**src/common/spw_defs.svh**
```systemverilog
// register map, field positions and reset values of the pwm timebase
`ifndef SPW_DEFS_SVH
`define SPW_DEFS_SVH

// byte offsets on the register bus, one 32-bit word each
`define SPW_OFS_PWM_CONTROL      8'h00
`define SPW_OFS_DUTY_MSB_BYTE    8'h04
`define SPW_OFS_DUTY_ACTIVE_BYTE 8'h08
`define SPW_OFS_TIMER_SELECT     8'h0c
`define SPW_OFS_PERIOD_LIMIT     8'h10
`define SPW_OFS_TIMEBASE_CONTROL 8'h14
`define SPW_OFS_TIMEBASE_COUNT   8'h18
`define SPW_OFS_STATUS           8'h1c
`define SPW_OFS_PIN_DIRECTION    8'h20

// pwm_control fields
`define SPW_CTRL_LSB_HI   5
`define SPW_CTRL_LSB_LO   4
`define SPW_CTRL_MODE_HI  3
`define SPW_CTRL_MODE_LO  0
`define SPW_MODE_OFF      4'h0
`define SPW_MODE_PWM_TOP  2'h3

// timebase_control fields
`define SPW_TCTRL_POST_HI 6
`define SPW_TCTRL_POST_LO 3
`define SPW_TCTRL_RUN     2
`define SPW_TCTRL_PRE_HI  1
`define SPW_TCTRL_PRE_LO  0

// status fields
`define SPW_STAT_FLAG     0
`define SPW_STAT_SLEEP    1

// last prescaler count per setting: 4, 16, 64, 256 system clocks
`define SPW_PC_LAST_1     8'h03
`define SPW_PC_LAST_4     8'h0f
`define SPW_PC_LAST_16    8'h3f
`define SPW_PC_LAST_64    8'hff

// reset values
`define SPW_RST_CTRL      6'h00
`define SPW_RST_BYTE      8'h00
`define SPW_RST_PERIOD    8'hff
`define SPW_RST_TCTRL     7'h00
`define SPW_RST_PIN_DIR   1'b1

`endif

```
**src/common/spw_pkg.sv**
```systemverilog
// types of the standard pwm timebase
`default_nettype none
package spw_pkg;

    typedef enum logic [1:0] {
        spw_pre_1,
        spw_pre_4,
        spw_pre_16,
        spw_pre_64
    } spw_prescale_t;

    typedef struct packed {
        logic       ack;       // bus answer phase
        logic [7:0] rdata;     // captured read byte
        logic [5:0] ctrl;      // duty_lsb_pair and mode_select
        logic [7:0] duty_msb;  // duty_msb_byte
        logic [7:0] duty_act;  // duty_active_byte
        logic [1:0] lsb_latch; // buffered duty low bits
        logic [7:0] tsel;      // timer_select
        logic [7:0] period;    // period_limit
        logic [6:0] tctrl;     // timebase_control
        logic [7:0] count;     // timebase_count
        logic [7:0] pc;        // system clock prescaler
        logic       flag;      // timebase_match_flag
        logic       pin_dir;   // pin_direction, 1 = input
        logic       pin_lvl;   // pwm output latch
        logic [2:0] sync;      // sleep synchroniser
        logic       sleep;     // filtered sleep level
    } spw_state_t;

    typedef struct packed {
        logic       read;
        logic       write;
        logic [7:0] address;
        logic [3:0] byteenable;
        logic [31:0] writedata;
    } spw_bus_req_t;

endpackage
`default_nettype wire

```
**src/logic/spw_timebase.sv**
```systemverilog
// standard pwm timebase with avalon-mm register slave
//
// Local design decisions: the Avalon-MM slave port and the register offsets.
`default_nettype none
`include "spw_defs.svh"

module spw_timebase (
    input  wire logic         clock,       // 100 MHz system clock
    input  wire logic         rst_n,       // async reset, active low
    input  wire logic [7:0]   address,     // avalon byte address
    input  wire logic         read,        // avalon read
    input  wire logic         write,       // avalon write
    input  wire logic [3:0]   byteenable,  // avalon byte enables
    input  wire logic [31:0]  writedata,   // avalon write data
    output logic [31:0]       readdata,    // avalon read data
    output logic              waitrequest, // avalon wait
    input  wire logic         sleep_in,    // device sleep request
    output logic              pwm_out,     // output pin level
    output logic              pwm_oe       // output pin driver enable
);
    import spw_pkg::*;

    spw_state_t    r_reg;
    spw_state_t    r_next;
    spw_bus_req_t  bus;
    spw_prescale_t pre;

    logic       req;
    logic       wr_now;
    logic       pwm_mode;
    logic       unit_off;
    logic       tick;
    logic       rollover;
    logic [7:0] pc_last;
    logic [1:0] tb_low;
    logic [9:0] time_base;
    logic [9:0] duty_buf;
    logic [9:0] duty_new;
    logic [7:0] rd_val;

    assign bus = '{read: read, write: write, address: address,
                   byteenable: byteenable, writedata: writedata};

    // one wait cycle lets read data come from a flip-flop
    assign req         = bus.read | bus.write;
    assign waitrequest = req & ~r_reg.ack;
    assign wr_now      = bus.write & r_reg.ack & bus.byteenable[0];
    assign readdata    = {24'h000000, r_reg.rdata};

    assign pwm_out = r_reg.pin_lvl;
    assign pwm_oe  = ~r_reg.pin_dir;

    assign pwm_mode = r_reg.ctrl[`SPW_CTRL_MODE_HI:`SPW_CTRL_MODE_HI - 1]
                      == `SPW_MODE_PWM_TOP;
    assign unit_off = r_reg.ctrl[`SPW_CTRL_MODE_HI:`SPW_CTRL_MODE_LO]
                      == `SPW_MODE_OFF;
    assign pre = spw_prescale_t'(
        r_reg.tctrl[`SPW_TCTRL_PRE_HI:`SPW_TCTRL_PRE_LO]);

    // postscale bits are stored but never consulted here
    always_comb begin
        case (pre)
            spw_pre_1: begin
                pc_last = `SPW_PC_LAST_1;
                tb_low  = r_reg.pc[1:0];
            end
            spw_pre_4: begin
                pc_last = `SPW_PC_LAST_4;
                tb_low  = r_reg.pc[3:2];
            end
            spw_pre_16: begin
                pc_last = `SPW_PC_LAST_16;
                tb_low  = r_reg.pc[5:4];
            end
            spw_pre_64: begin
                pc_last = `SPW_PC_LAST_64;
                tb_low  = r_reg.pc[7:6];
            end
            default: begin
                pc_last = `SPW_PC_LAST_1;
                tb_low  = r_reg.pc[1:0];
            end
        endcase
    end

    // one timer step per 4 x prescale clocks
    assign tick = r_reg.tctrl[`SPW_TCTRL_RUN] & ~r_reg.sleep
                  & (r_reg.pc == pc_last);
    assign rollover  = tick & (r_reg.count == r_reg.period);
    assign time_base = {r_reg.count, tb_low};
    assign duty_buf  = {r_reg.duty_act, r_reg.lsb_latch};
    assign duty_new  = {r_reg.duty_msb,
        r_reg.ctrl[`SPW_CTRL_LSB_HI:`SPW_CTRL_LSB_LO]};

    always_comb begin
        case (bus.address)
            `SPW_OFS_PWM_CONTROL:      rd_val = {2'h0, r_reg.ctrl};
            `SPW_OFS_DUTY_MSB_BYTE:    rd_val = r_reg.duty_msb;
            `SPW_OFS_DUTY_ACTIVE_BYTE: rd_val = r_reg.duty_act;
            `SPW_OFS_TIMER_SELECT:     rd_val = r_reg.tsel;
            `SPW_OFS_PERIOD_LIMIT:     rd_val = r_reg.period;
            `SPW_OFS_TIMEBASE_CONTROL: rd_val = {1'h0, r_reg.tctrl};
            `SPW_OFS_TIMEBASE_COUNT:   rd_val = r_reg.count;
            `SPW_OFS_STATUS:
                rd_val = {6'h00, r_reg.sleep, r_reg.flag};
            `SPW_OFS_PIN_DIRECTION:    rd_val = {7'h00, r_reg.pin_dir};
            default:                   rd_val = 8'h00;
        endcase
    end

    always_comb begin
        r_next = r_reg;

        // three-stage synchroniser, change taken once stages 2 and 3 agree
        r_next.sync = {r_reg.sync[1:0], sleep_in};
        if (r_reg.sync[1] == r_reg.sync[2]) begin
            r_next.sleep = r_reg.sync[2];
        end

        r_next.ack = req & ~r_reg.ack;
        // only reads refresh the data, so readdata stands between reads
        if (bus.read & ~r_reg.ack) begin
            r_next.rdata = rd_val;
        end

        // write one to clear; a rollover in the same cycle wins below
        if (wr_now && bus.address == `SPW_OFS_STATUS
                && bus.writedata[`SPW_STAT_FLAG]) begin
            r_next.flag = 1'b0;
        end

        // prescaler and timer, frozen while asleep
        if (r_reg.tctrl[`SPW_TCTRL_RUN] && !r_reg.sleep) begin
            r_next.pc = tick ? 8'h00 : r_reg.pc + 8'h01;
        end
        if (tick) begin
            r_next.count = rollover ? 8'h00 : r_reg.count + 8'h01;
        end
        if (rollover) begin
            r_next.flag = 1'b1;
        end

        if (unit_off || !pwm_mode) begin
            r_next.pin_lvl = 1'b0;
            if (unit_off) begin
                r_next.duty_act  = `SPW_RST_BYTE;
                r_next.lsb_latch = 2'h0;
            end
        end else if (!r_reg.sleep) begin
            // a match clears; duty above period never matches
            if (time_base == duty_buf) begin
                r_next.pin_lvl = 1'b0;
            end
            if (rollover) begin
                r_next.duty_act  = r_reg.duty_msb;
                r_next.lsb_latch =
                    r_reg.ctrl[`SPW_CTRL_LSB_HI:`SPW_CTRL_LSB_LO];
                r_next.pin_lvl   = (duty_new != 10'h000);
            end
        end

        // register writes take effect at the answering edge
        if (wr_now) begin
            case (bus.address)
                `SPW_OFS_PWM_CONTROL:
                    r_next.ctrl = bus.writedata[5:0];
                `SPW_OFS_DUTY_MSB_BYTE:
                    r_next.duty_msb = bus.writedata[7:0];
                `SPW_OFS_DUTY_ACTIVE_BYTE: begin
                    if (!pwm_mode) begin
                        r_next.duty_act = bus.writedata[7:0];
                    end
                end
                `SPW_OFS_TIMER_SELECT:
                    r_next.tsel = bus.writedata[7:0];
                `SPW_OFS_PERIOD_LIMIT:
                    r_next.period = bus.writedata[7:0];
                `SPW_OFS_TIMEBASE_CONTROL:
                    r_next.tctrl = bus.writedata[6:0];
                `SPW_OFS_TIMEBASE_COUNT: begin
                    // restart the prescaler so the new count gets a full step
                    r_next.count = bus.writedata[7:0];
                    r_next.pc    = 8'h00;
                end
                `SPW_OFS_PIN_DIRECTION:
                    r_next.pin_dir = bus.writedata[0];
                default: begin
                end
            endcase
        end
        if (rollover) begin
            r_next.flag = 1'b1;
        end
    end

    always_ff @(posedge clock or negedge rst_n) begin
        if (!rst_n) begin
            r_reg.ack       <= 1'b0;
            r_reg.rdata     <= 8'h00;
            r_reg.ctrl      <= `SPW_RST_CTRL;
            r_reg.duty_msb  <= `SPW_RST_BYTE;
            r_reg.duty_act  <= `SPW_RST_BYTE;
            r_reg.lsb_latch <= 2'h0;
            r_reg.tsel      <= `SPW_RST_BYTE;
            r_reg.period    <= `SPW_RST_PERIOD;
            r_reg.tctrl     <= `SPW_RST_TCTRL;
            r_reg.count     <= `SPW_RST_BYTE;
            r_reg.pc        <= 8'h00;
            r_reg.flag      <= 1'b0;
            r_reg.pin_dir   <= `SPW_RST_PIN_DIR;
            r_reg.pin_lvl   <= 1'b0;
            r_reg.sync      <= 3'h0;
            r_reg.sleep     <= 1'b0;
        end else begin
            r_reg <= r_next;
        end
    end

endmodule
`default_nettype wire

```
**config.mk**
```make
export PLATFORM = sky130hd
export DESIGN_NAME = spw_timebase
export DESIGN_NICKNAME = d
export VERILOG_FILES = /design/src/common/spw_pkg.sv /design/src/logic/spw_timebase.sv
export VERILOG_INCLUDE_DIRS = /design/src /design/src/common
export SDC_FILE = /design/constraint.sdc
export NUM_CORES = 1
export LEC_CHECK = 0
export BUFFER_PORTS_ARGS = -buffer_cell sky130_fd_sc_hd__buf_2
export CORE_AREA = 3 3 99 101
export CTS_CLUSTER_SIZE = 12
export DETAILED_ROUTE_END_ITERATION = 10
export DIE_AREA = 0 0 102 104
export PLACE_DENSITY_LB_ADDON = 0.3
export SYNTH_ARGS = -nofsm -noshare
export SYNTH_HDL_FRONTEND = slang
export SYNTH_SLANG_ARGS = --single-unit
export TNS_END_PERCENT = 30
```
**constraint.sdc**
```tcl
create_clock -name clock -period 1.7 [get_ports clock]
set_input_delay 0.17 -clock clock [delete_from_list [all_inputs] [get_ports clock]]
set_output_delay 0.17 -clock clock [all_outputs]
set_load 0.005 [all_outputs]
```
==> results of run 1 <==
per-stage QoR:
stage	worst slack (ns)	utilization
after floorplan	-0.105	-
after global placement	-0.222	0.557
after detailed placement	-0.264	0.557
after CTS	-0.163	0.594
after global routing	-0.274	0.596
final	-0.192	0.596
path summary, 6_finish.rpt:
kind                                      from                 endpoint  slack [ns]  cells past startpoint
max reg2reg                 r_reg[9]$_DFF_PN0_  duty_buf[1]$_DFFE_PN0P_       -0.19                      7
max in group asynchronous                rst_n    r_reg[32]$_DFFE_PN1P_        0.76                      3
max                         r_reg[9]$_DFF_PN0_  duty_buf[1]$_DFFE_PN0P_       -0.19                      7
min reg2reg                r_next[2]$_DFF_PN0_      r_next[3]$_DFF_PN0_        0.35                      0
min                                      write      r_reg[78]$_DFF_PN0_        0.09                      3
min in group asynchronous                rst_n    r_reg[44]$_DFFE_PN0P_        0.27                      2
area by class of cell:
type,count,area share
clock buffers,10,0.0235
clock inverters,6,0.0203
well taps,111,0.0256
flip-flops and latches,79,0.366
repair buffers,103,0.136
inverters,5,0.00345
multi-input cells,318,0.425
kinds of logic (layout without fill, tap and decap cells):
family | count (synthesis) | count (layout) | share of synthesized area
other | 1 | 24 | 0.000825
adders and majority gates | 3 | 3 | 0.00770
buffers and inverters | 63 | 124 | 0.0905
xor gates and xnor gates | 29 | 29 | 0.0559
DFF | 79 | 79 | 0.437
muxes | 47 | 47 | 0.126
and+or+nand+nor | 131 | 131 | 0.157
AOI/OAI and AO/OA | 84 | 84 | 0.124
cell usage after synthesis (all sizes together), types with 3 or more instances:
cell type | number | area share
a22oi | 11 | 0.018
nand3 | 17 | 0.019
mux2 | 39 | 0.10
clkbuf | 8 | 0.0074
and3 | 4 | 0.0055
nor2b | 5 | 0.0069
and2 | 5 | 0.0074
inv | 5 | 0.0041
nor2 | 32 | 0.026
buf | 50 | 0.079
a22o | 13 | 0.025
mux2i | 6 | 0.013
a21oi | 13 | 0.014
nor3 | 5 | 0.0091
a21o | 3 | 0.0050
nand2 | 36 | 0.030
xor2 | 21 | 0.040
a31oi | 5 | 0.0069
a221oi | 4 | 0.0091
nor4 | 8 | 0.011
o21ai | 25 | 0.028
xnor2 | 8 | 0.015
a32oi | 3 | 0.0058
dfrtp | 70 | 0.39
nor4b | 3 | 0.016
or2 | 3 | 0.0041
dfstp | 9 | 0.052
where the power goes:
part	leakage (nW)	internal (mW)	switching, mW
combinational	1.43	0.161	0.222
sequential	1.03	1.91	0.0225
clock	0.112	0.973	0.698
critical path, cell delays in order, from the launching register on:
cell	delay (ns)
dfrtp_1	0.39
or2_1	0.24
a221oi_2	0.24
o211ai_1	0.17
or3_4	0.41
buf_12	0.17
nand3_2	0.08
o21ai_1	0.06
timing repair:
item                                   CTS  global route
setup endpoints to repair               20            27
endpoints found under the hold margin   21             0
hold buffers                             2             0
buffers inserted                         0             1
pin swaps                                2             1
resized for setup                       21             5
cells in the final DEF, fill, tap and decap left out, types with 15 or more instances in the layout:
cell and n:
dfrtp_1 69, buf_4 67, nand2_1 34, mux2_2 31
buf_2 31, nor2_1 27, conb_1 24, xor2_1 21
o21ai_0 18, nand3_1 15
metal layers:
| metal | GRT usage | vias to the layer above | routed length (um) |
|---|---|---|---|
| li1 | - | 1664 | - |
| met5 | 0 | - | 0 |
| met4 | 0.0694 | 0 | 223 |
| met3 | 0.0436 | 21 | 729 |
| met1 | 0.329 | 1687 | 5010 |
| met2 | 0.338 | 122 | 5240 |
==> metrics.yaml, run 1 <==
run_status: "finished with violations"
violations: "setup timing"
grt_use_total: 0.225
insertedDiodeCount: 0
chipHeight_um: 104
fmax_mhz: 529
critPathLaunchType: "flip-flop"
seq_area_frac_synth: 0.437
syn-cell-area_um2: 4550
antenna_found_initial: 0
start_util: 0.499
fin_crit_sh: 1.11
grt_pass1_wl_um: 18600
finalPower_mw: 3.99
hold_slack_ns: 0.0861
crit_arrival_ns: 2.13
p_per_area_nw_per_um2: 735
async_flop_share: 1.00
path_class: "reg -> reg"
vias_per_cell: 5.53
num_rows: 35
io_buffers: 32
hold_viol: 0
cap_violations: 0
dp_cells: 613
final_cells: 632
cts.sinks: 79
io-pin-count: 84
slew_violations: 0
grt_overflow: 0
postPlaceCellArea_um2: 5080
nets: 567
wirelength_um: 11200
seq_area_um2: 1990
area_growth_pct: 19.5
yosysUniqueCellTypes: 58
cts_tree: "yes"
fin_ws_ns: -0.192
irDropWorstVdd_mv: 0.352
synthFlopType: "dfrtp_1"
first_pass_iters: 4
required_ns: 1.93
fin_crit_ns: 1.89
final_cell_area_um2: 5430
setup_tns_ns: -2.62
drcViolationCount: 0
leakage_nw: 2.57
cts-root-buf: "clkbuf_8"
gp_congestion: 0.912
crit_fanout: 20
htree_num_levels: 3
fin_worst_skew_ns: 0.0128
synth_edf_count: 0
clkSlewWorstSetupHoldPaths_ns: 0.08
end_kind: "flip-flop"
core_area_um2: 9110
fp.dieW_um: 102
grt_max_degree: 55
wl_per_cell_um: 17.7
cts_buffers: 9
nFillCells: 792
multi_input_area_um2: 2310
grt_pass1_vias: 3537
clkLatencyLatePin_ns: 0.36
drt_iter0_markers: 225
ys_warn_count: 0
route.vias.total: 3494
dieArea_um2: 10600
hp-class: "in -> reg"
dp_hpwl_um: 8250
drive_gt1_frac: 0.372
postSynthAreaPerCell_um2: 10.4
rsz0062_at_grt: "yes"
clock_path_buffers: 2
setup_viol: 20
ys_seq_elements: 79
syn_inst: 437
largest_reg_flops: 46
ant_nets: 0
No activity file was read; power rests on OpenSTA's default activity.
==> inputs of run 2 (changes only) <==
--- a/config.mk
+++ b/config.mk
@@ -7,11 +7,11 @@
 export NUM_CORES = 1
 export LEC_CHECK = 0
 export BUFFER_PORTS_ARGS = -buffer_cell sky130_fd_sc_hd__buf_2
-export CORE_AREA = 3 3 99 101
+export CORE_AREA = 3 3 128 130
 export CTS_CLUSTER_SIZE = 12
 export DETAILED_ROUTE_END_ITERATION = 10
-export DIE_AREA = 0 0 102 104
-export PLACE_DENSITY_LB_ADDON = 0.3
+export DIE_AREA = 0 0 131 133
+export PLACE_DENSITY_LB_ADDON = 0.25
 export SYNTH_ARGS = -nofsm -noshare
 export SYNTH_HDL_FRONTEND = slang
 export SYNTH_SLANG_ARGS = --single-unit
==> metrics.yaml, run 2 (synthesis gave the netlist of run 1 again) <==
slew_violations: 0
wl_per_cell_um: 17.2
final_core_util: 0.376
pre_cts_ws_ns: -0.268
required_ns: 1.97
first_pass_iters: 4
cts.sinks: 79
setup_viol: 19
rr_endpoint: "duty_buf[9]$_DFF_PN0_"
mostFrequentLayoutCells: "buf_4, dfrtp_1, nand2_1, buf_2, mux2_2"
vias_per_cell: 4.78
setup_tns_ns: -2.88
critPathLaunchType: "flip-flop"
leakage_nw: 2.67
fin_ws_ns: -0.226
start_util: 0.298
io-pin-count: 84
p_per_area_nw_per_um2: 783
mostFrequentLayoutCell: "buf_4"
io_buffers: 32
insertedDiodeCount: 0
drt_iter0_markers: 215
run_status: "finished with violations"
htree_num_levels: 3
cp-startpoint: "r_reg[32]$_DFFE_PN1P_"
crit_arrival_ns: 2.20
reg2regPathDepth: 7
hp-class: "in -> reg"
fin_crit_sh: 1.13
drcViolationCount: 0
fin_worst_skew_ns: 0.00571
grt_overflow: 0
hold_depth: 3
cts_tree: "yes"
dieArea_um2: 17400
fp.dieW_um: 131
rrSetupSlack_ns: -0.23
num_rows: 45
chipHeight_um: 133
nets: 578
dp_hpwl_um: 9490
area_growth_pct: 26.3
wirelength_um: 12800
hold_slack_ns: 0.0924
largest_reg_flops: 46
antenna_found_initial: 0
hold_end: "r_reg[78]$_DFF_PN0_"
cts_buffers: 9
crit_fanout: 10
cts-root-buf: "clkbuf_16"
grt_pass1_wl_um: 20200
irDropWorstVdd_mv: 0.353
fin_crit_ns: 1.93
gp_congestion: 0.854
core_area_um2: 15300
ant_nets: 0
hold_start: "read"
rsz0062_at_grt: "yes"
grt_use_total: 0.153
end_kind: "flip-flop"
dp_cells: 718
grt_pass1_vias: 3638
route.vias.total: 3548
drive_gt1_frac: 0.389
cap_violations: 0
fmax_mhz: 519
clkLatencyLatePin_ns: 0.35
path_class: "reg -> reg"
clkSlewWorstSetupHoldPaths_ns: 0.06
violations: "setup timing"
grt_max_degree: 36
hold_viol: 0
clock_path_buffers: 2
final_cells: 743
worstReg2RegStart: "r_reg[32]$_DFFE_PN1P_"
==> run 2: per-layer routing <==
metal	vias to the layer above	global-route usage	share of wire
met5	-	0	0
met4	0	0.0617	0.021
met3	21	0.0283	0.055
met2	96	0.240	0.47
met1	1753	0.207	0.45
li1	1678	-	-
==> run 2: layout make-up <==
cell class,count,area (um2)
repair buffers,114,817
clock inverters,6,92.6
inverters,5,18.8
fillers,1507,9520
clock buffers,10,239
well taps,211,264
multi-input cells,318,2320
flip-flops and latches,79,1990
==> run 2: how the worst max path moves through the flow <==
stage | slack [ns] | end
after floorplan | -0.11 | duty_buf[0]$_DFFE_PN0P_
after global placement | -0.24 | duty_buf[1]$_DFFE_PN0P_
after detailed placement | -0.27 | duty_buf[6]$_DFF_PN0_
after CTS | -0.21 | duty_buf[6]$_DFF_PN0_
after global routing | -0.35 | duty_buf[8]$_DFF_PN0_
final | -0.23 | duty_buf[9]$_DFF_PN0_
==> run 2: what timing repair did <==
| action | in CTS | in global routing |
|---|---|---|
| pin swaps | 11 | 3 |
| hold buffers | 2 | 0 |
| resized for setup | 25 | 11 |
| endpoints found under the setup margin | 20 | 27 |
| endpoints found under the hold margin | 26 | 0 |
| gates cloned | 2 | 0 |
| setup buffers | 3 | 2 |
==> run 2: through the flow <==
stage	total power, mW	area [um2]
2_1_floorplan	2.17	4640
3_3_place_gp	2.35	5240
3_5_place_dp	2.35	5240
4_1_cts	4.55	5690
5_1_grt	4.67	5740
6_report	4.49	5740
==> run 2: report_power, final <==
group	leakage [nW]	internal (mW)	switching, mW
Combinational	1.49	0.164	0.232
Clock	0.155	1.33	0.824
Sequential	1.03	1.92	0.0229
Total	2.67	3.41	1.08
==> run 2: critical path, stage by stage, from the launching register on <==
cell and delay (ns):
dfstp_2 0.54, xor2_1 0.06, nor4_1 0.28, buf_4 0.16
nand2_1 0.06, or3_4 0.39, buf_4 0.20, a21oi_1 0.16
==> inputs of run 3 (changes only) <==
--- a/config.mk
+++ b/config.mk
@@ -6,12 +6,14 @@
 export SDC_FILE = /design/constraint.sdc
 export NUM_CORES = 1
 export LEC_CHECK = 0
+export ABC_AREA = 1
 export BUFFER_PORTS_ARGS = -buffer_cell sky130_fd_sc_hd__buf_2
-export CORE_AREA = 3 3 128 130
+export CORE_AREA = 3 3 133 135
 export CTS_CLUSTER_SIZE = 12
 export DETAILED_ROUTE_END_ITERATION = 10
-export DIE_AREA = 0 0 131 133
+export DIE_AREA = 0 0 136 138
 export PLACE_DENSITY_LB_ADDON = 0.25
+export RECOVER_POWER = 100
 export SYNTH_ARGS = -nofsm -noshare
 export SYNTH_HDL_FRONTEND = slang
 export SYNTH_SLANG_ARGS = --single-unit
==> metrics.yaml, run 3 <==
cpMostUsedCell: "nand2_1"
synth.most_common_cell: "nand2_1"
seqPwrFrac: 0.437
ys_top_cells_by_area: "dfrtp_1, nand2_1, inv_1"
async_flop_share: 1.00
hold_viol: 0
clkLatencyLatePin_ns: 0.35
drive_gt1_frac: 0.243
vias_per_cell: 4.51
hold_slack_ns: 0.108
io-pin-count: 84
area_growth_pct: 21.1
drt_iter0_markers: 298
first_pass_iters: 5
io_buffers: 32
rsz0062_at_grt: "yes"
cts_buffers: 9
grt_overflow: 0
htree_num_levels: 3
route.vias.total: 4438
slew_violations: 0
synth_edf_count: 0
final_cells: 984
dp_cells: 958
nFillCells: 1817
crit_arrival_ns: 1.91
start_util: 0.297
syn-cell-area_um2: 4930
drcViolationCount: 0
path_class: "reg -> reg"
gp_congestion: 0.900
cpPeakStageDelay_ns: 0.35
fp.dieW_um: 136
cts-root-buf: "clkbuf_16"
leakage_nw: 2.93
fin_crit_sh: 0.986
run_status: "complete, no violations"
setup_tns_ns: 0
grt_use_total: 0.158
seq_area_frac_synth: 0.403
slowest_stage: "dfrtp_1"
synthTopCellsByCount: "nand2_1, inv_1, dfrtp_1"
ant_nets: 0
fin_crit_ns: 1.68
end_kind: "flip-flop"
insertedDiodeCount: 0
irDropWorstVdd_mv: 0.451
clkSlewWorstSetupHoldPaths_ns: 0.06
grt_pass1_vias: 4266
grt_pass1_wl_um: 23100
setup_viol: 0
num_rows: 47
synth_top_area_frac: 0.355
hp-class: "in -> reg"
cap_violations: 0
required_ns: 1.93
swShare: 0.268
p_per_area_nw_per_um2: 797
slew-limit-headroom: 0.565
crit_fanout: 8
yosysUniqueCellTypes: 45
cts.sinks: 79
fin_ws_ns: 0.0243
fmax_mhz: 597
clock_path_buffers: 2
pre_cts_ws_ns: -0.0189
dieArea_um2: 18800
cts_tree: "yes"
critPathLaunchType: "flip-flop"
clkPwrFrac: 0.420
mostFrequentLayoutCell: "nand2_1"
antenna_found_initial: 0
wl_per_cell_um: 14.4
synthFlopType: "dfrtp_1"
fin_worst_skew_ns: 0.00945
core_area_um2: 16600
largest_reg_flops: 46
grt_max_degree: 33
wirelength_um: 14200
mostFrequentLayoutCells: "nand2_1, inv_1, dfrtp_1, nor2_1, buf_4"
yosysTopAreaCell: "dfrtp_1"
ys_warn_count: 0
syn_inst: 674
postSynthAreaPerCell_um2: 7.31
nets: 811
chipHeight_um: 138
dp_hpwl_um: 11000
p_sw_mw: 1.28
ys_seq_elements: 79
internal-power_mw: 3.48
pwr-share-comb: 0.143
path_cells: "ha_2 -> inv_2 -> nor2_4 -> nand2_1 -> nor2_1 -> nand2_2 -> nor2_4 -> nor2_1 -> nand2_1 -> nand2_1 -> nand2_1 -> nand2_1"
worst_pin_slew_ns: 0.653
-- run 3: cell types whose count changed after synthesis, moves of 16 or more --
cell / previous run / this run
o21ai_0: 20 / 47
nor2_1: 32 / 67
inv_1: 5 / 74
xor2_1: 21 / 5
nand2_1: 36 / 211
mux2_2: 31 / 0
-- run 3: routing by layer --
layer | up-vias | wire [um] | track usage
li1 | 2250 | - | -
met1 | 2069 | 6700 | 0.221
met2 | 96 | 6540 | 0.241
met3 | 23 | 521 | 0.0280
met4 | 0 | 440 | 0.0653
met5 | - | 0 | 0
-- run 3: cell type report --
type	count	area (um2)	share of cell area
timing repair buffer	96	634	0.106
sequential	79	1990	0.334
tap	220	275	0.0461
multi-input combinational	487	2440	0.409
clock inverter	3	42.5	0.00712
inverter	87	327	0.0547
clock buffer	12	256	0.0430
-- run 3: path summary, 6_finish.rpt --
kind | start | end | slack [ns] | cells past startpoint
max | r_reg[7]$_DFF_PN0_ | pwm_out$_DFFE_PN0P_ | 0.02 | 12
min reg2reg | r_next[2]$_DFF_PN0_ | r_next[3]$_DFF_PN0_ | 0.35 | 0
min | read | r_reg[78]$_DFF_PN0_ | 0.11 | 3
max in group asynchronous | rst_n | readdata[7]$_DFFE_PN0P_ | 0.26 | 3
max reg2reg | r_reg[7]$_DFF_PN0_ | pwm_out$_DFFE_PN0P_ | 0.02 | 12
min in group asynchronous | rst_n | r_reg[28]$_DFFE_PN0P_ | 0.37 | 2
-- run 3: logic make-up after synthesis --
group	count (synthesis)	synth area share
adder cells (fa/ha/maj)	3	0.00711
AO/OA/AOI/OAI	102	0.119
flip-flops	79	0.403
XOR/XNOR	10	0.0178
other	1	0.000761
buffers and inverters	131	0.133
AND/OR/NAND/NOR	348	0.319
-- run 3: critical path, delay by kind of cell, from the launching register on --
kind / cells / cell delay (ns)
simple gates: 10 / 0.97
flops: 1 / 0.35
fa+ha+maj: 1 / 0.17
buf+inv: 1 / 0.05
-- run 3: power by group through the flow --
stage | Combinational [mW] | Sequential [mW] | Clock, mW
6_report | 0.680 | 2.08 | 2.00
2_1_floorplan | 0.369 | 2.08 | 0
3_5_place_dp | 0.630 | 2.09 | 0
3_3_place_gp | 0.628 | 2.09 | 0
4_1_cts | 0.642 | 2.06 | 2.05
5_1_grt | 0.774 | 2.08 | 2.14
-- run 3: through the flow --
step	area, um2	power (mW)	utilization
2_1_floorplan	5020	2.45	-
3_3_place_gp	5550	2.72	0.334
3_5_place_dp	5550	2.72	0.334
4_1_cts	5930	4.75	0.357
5_1_grt	5970	5.00	0.360
6_report	5970	4.76	0.360
-- run 3: repair_timing --
item,CTS,global route
hold buffers,2,0
setup buffers,4,5
hold endpoints to repair,21,0
pin swaps,8,20
endpoints found under the setup margin,6,17
gates resized for setup,13,33
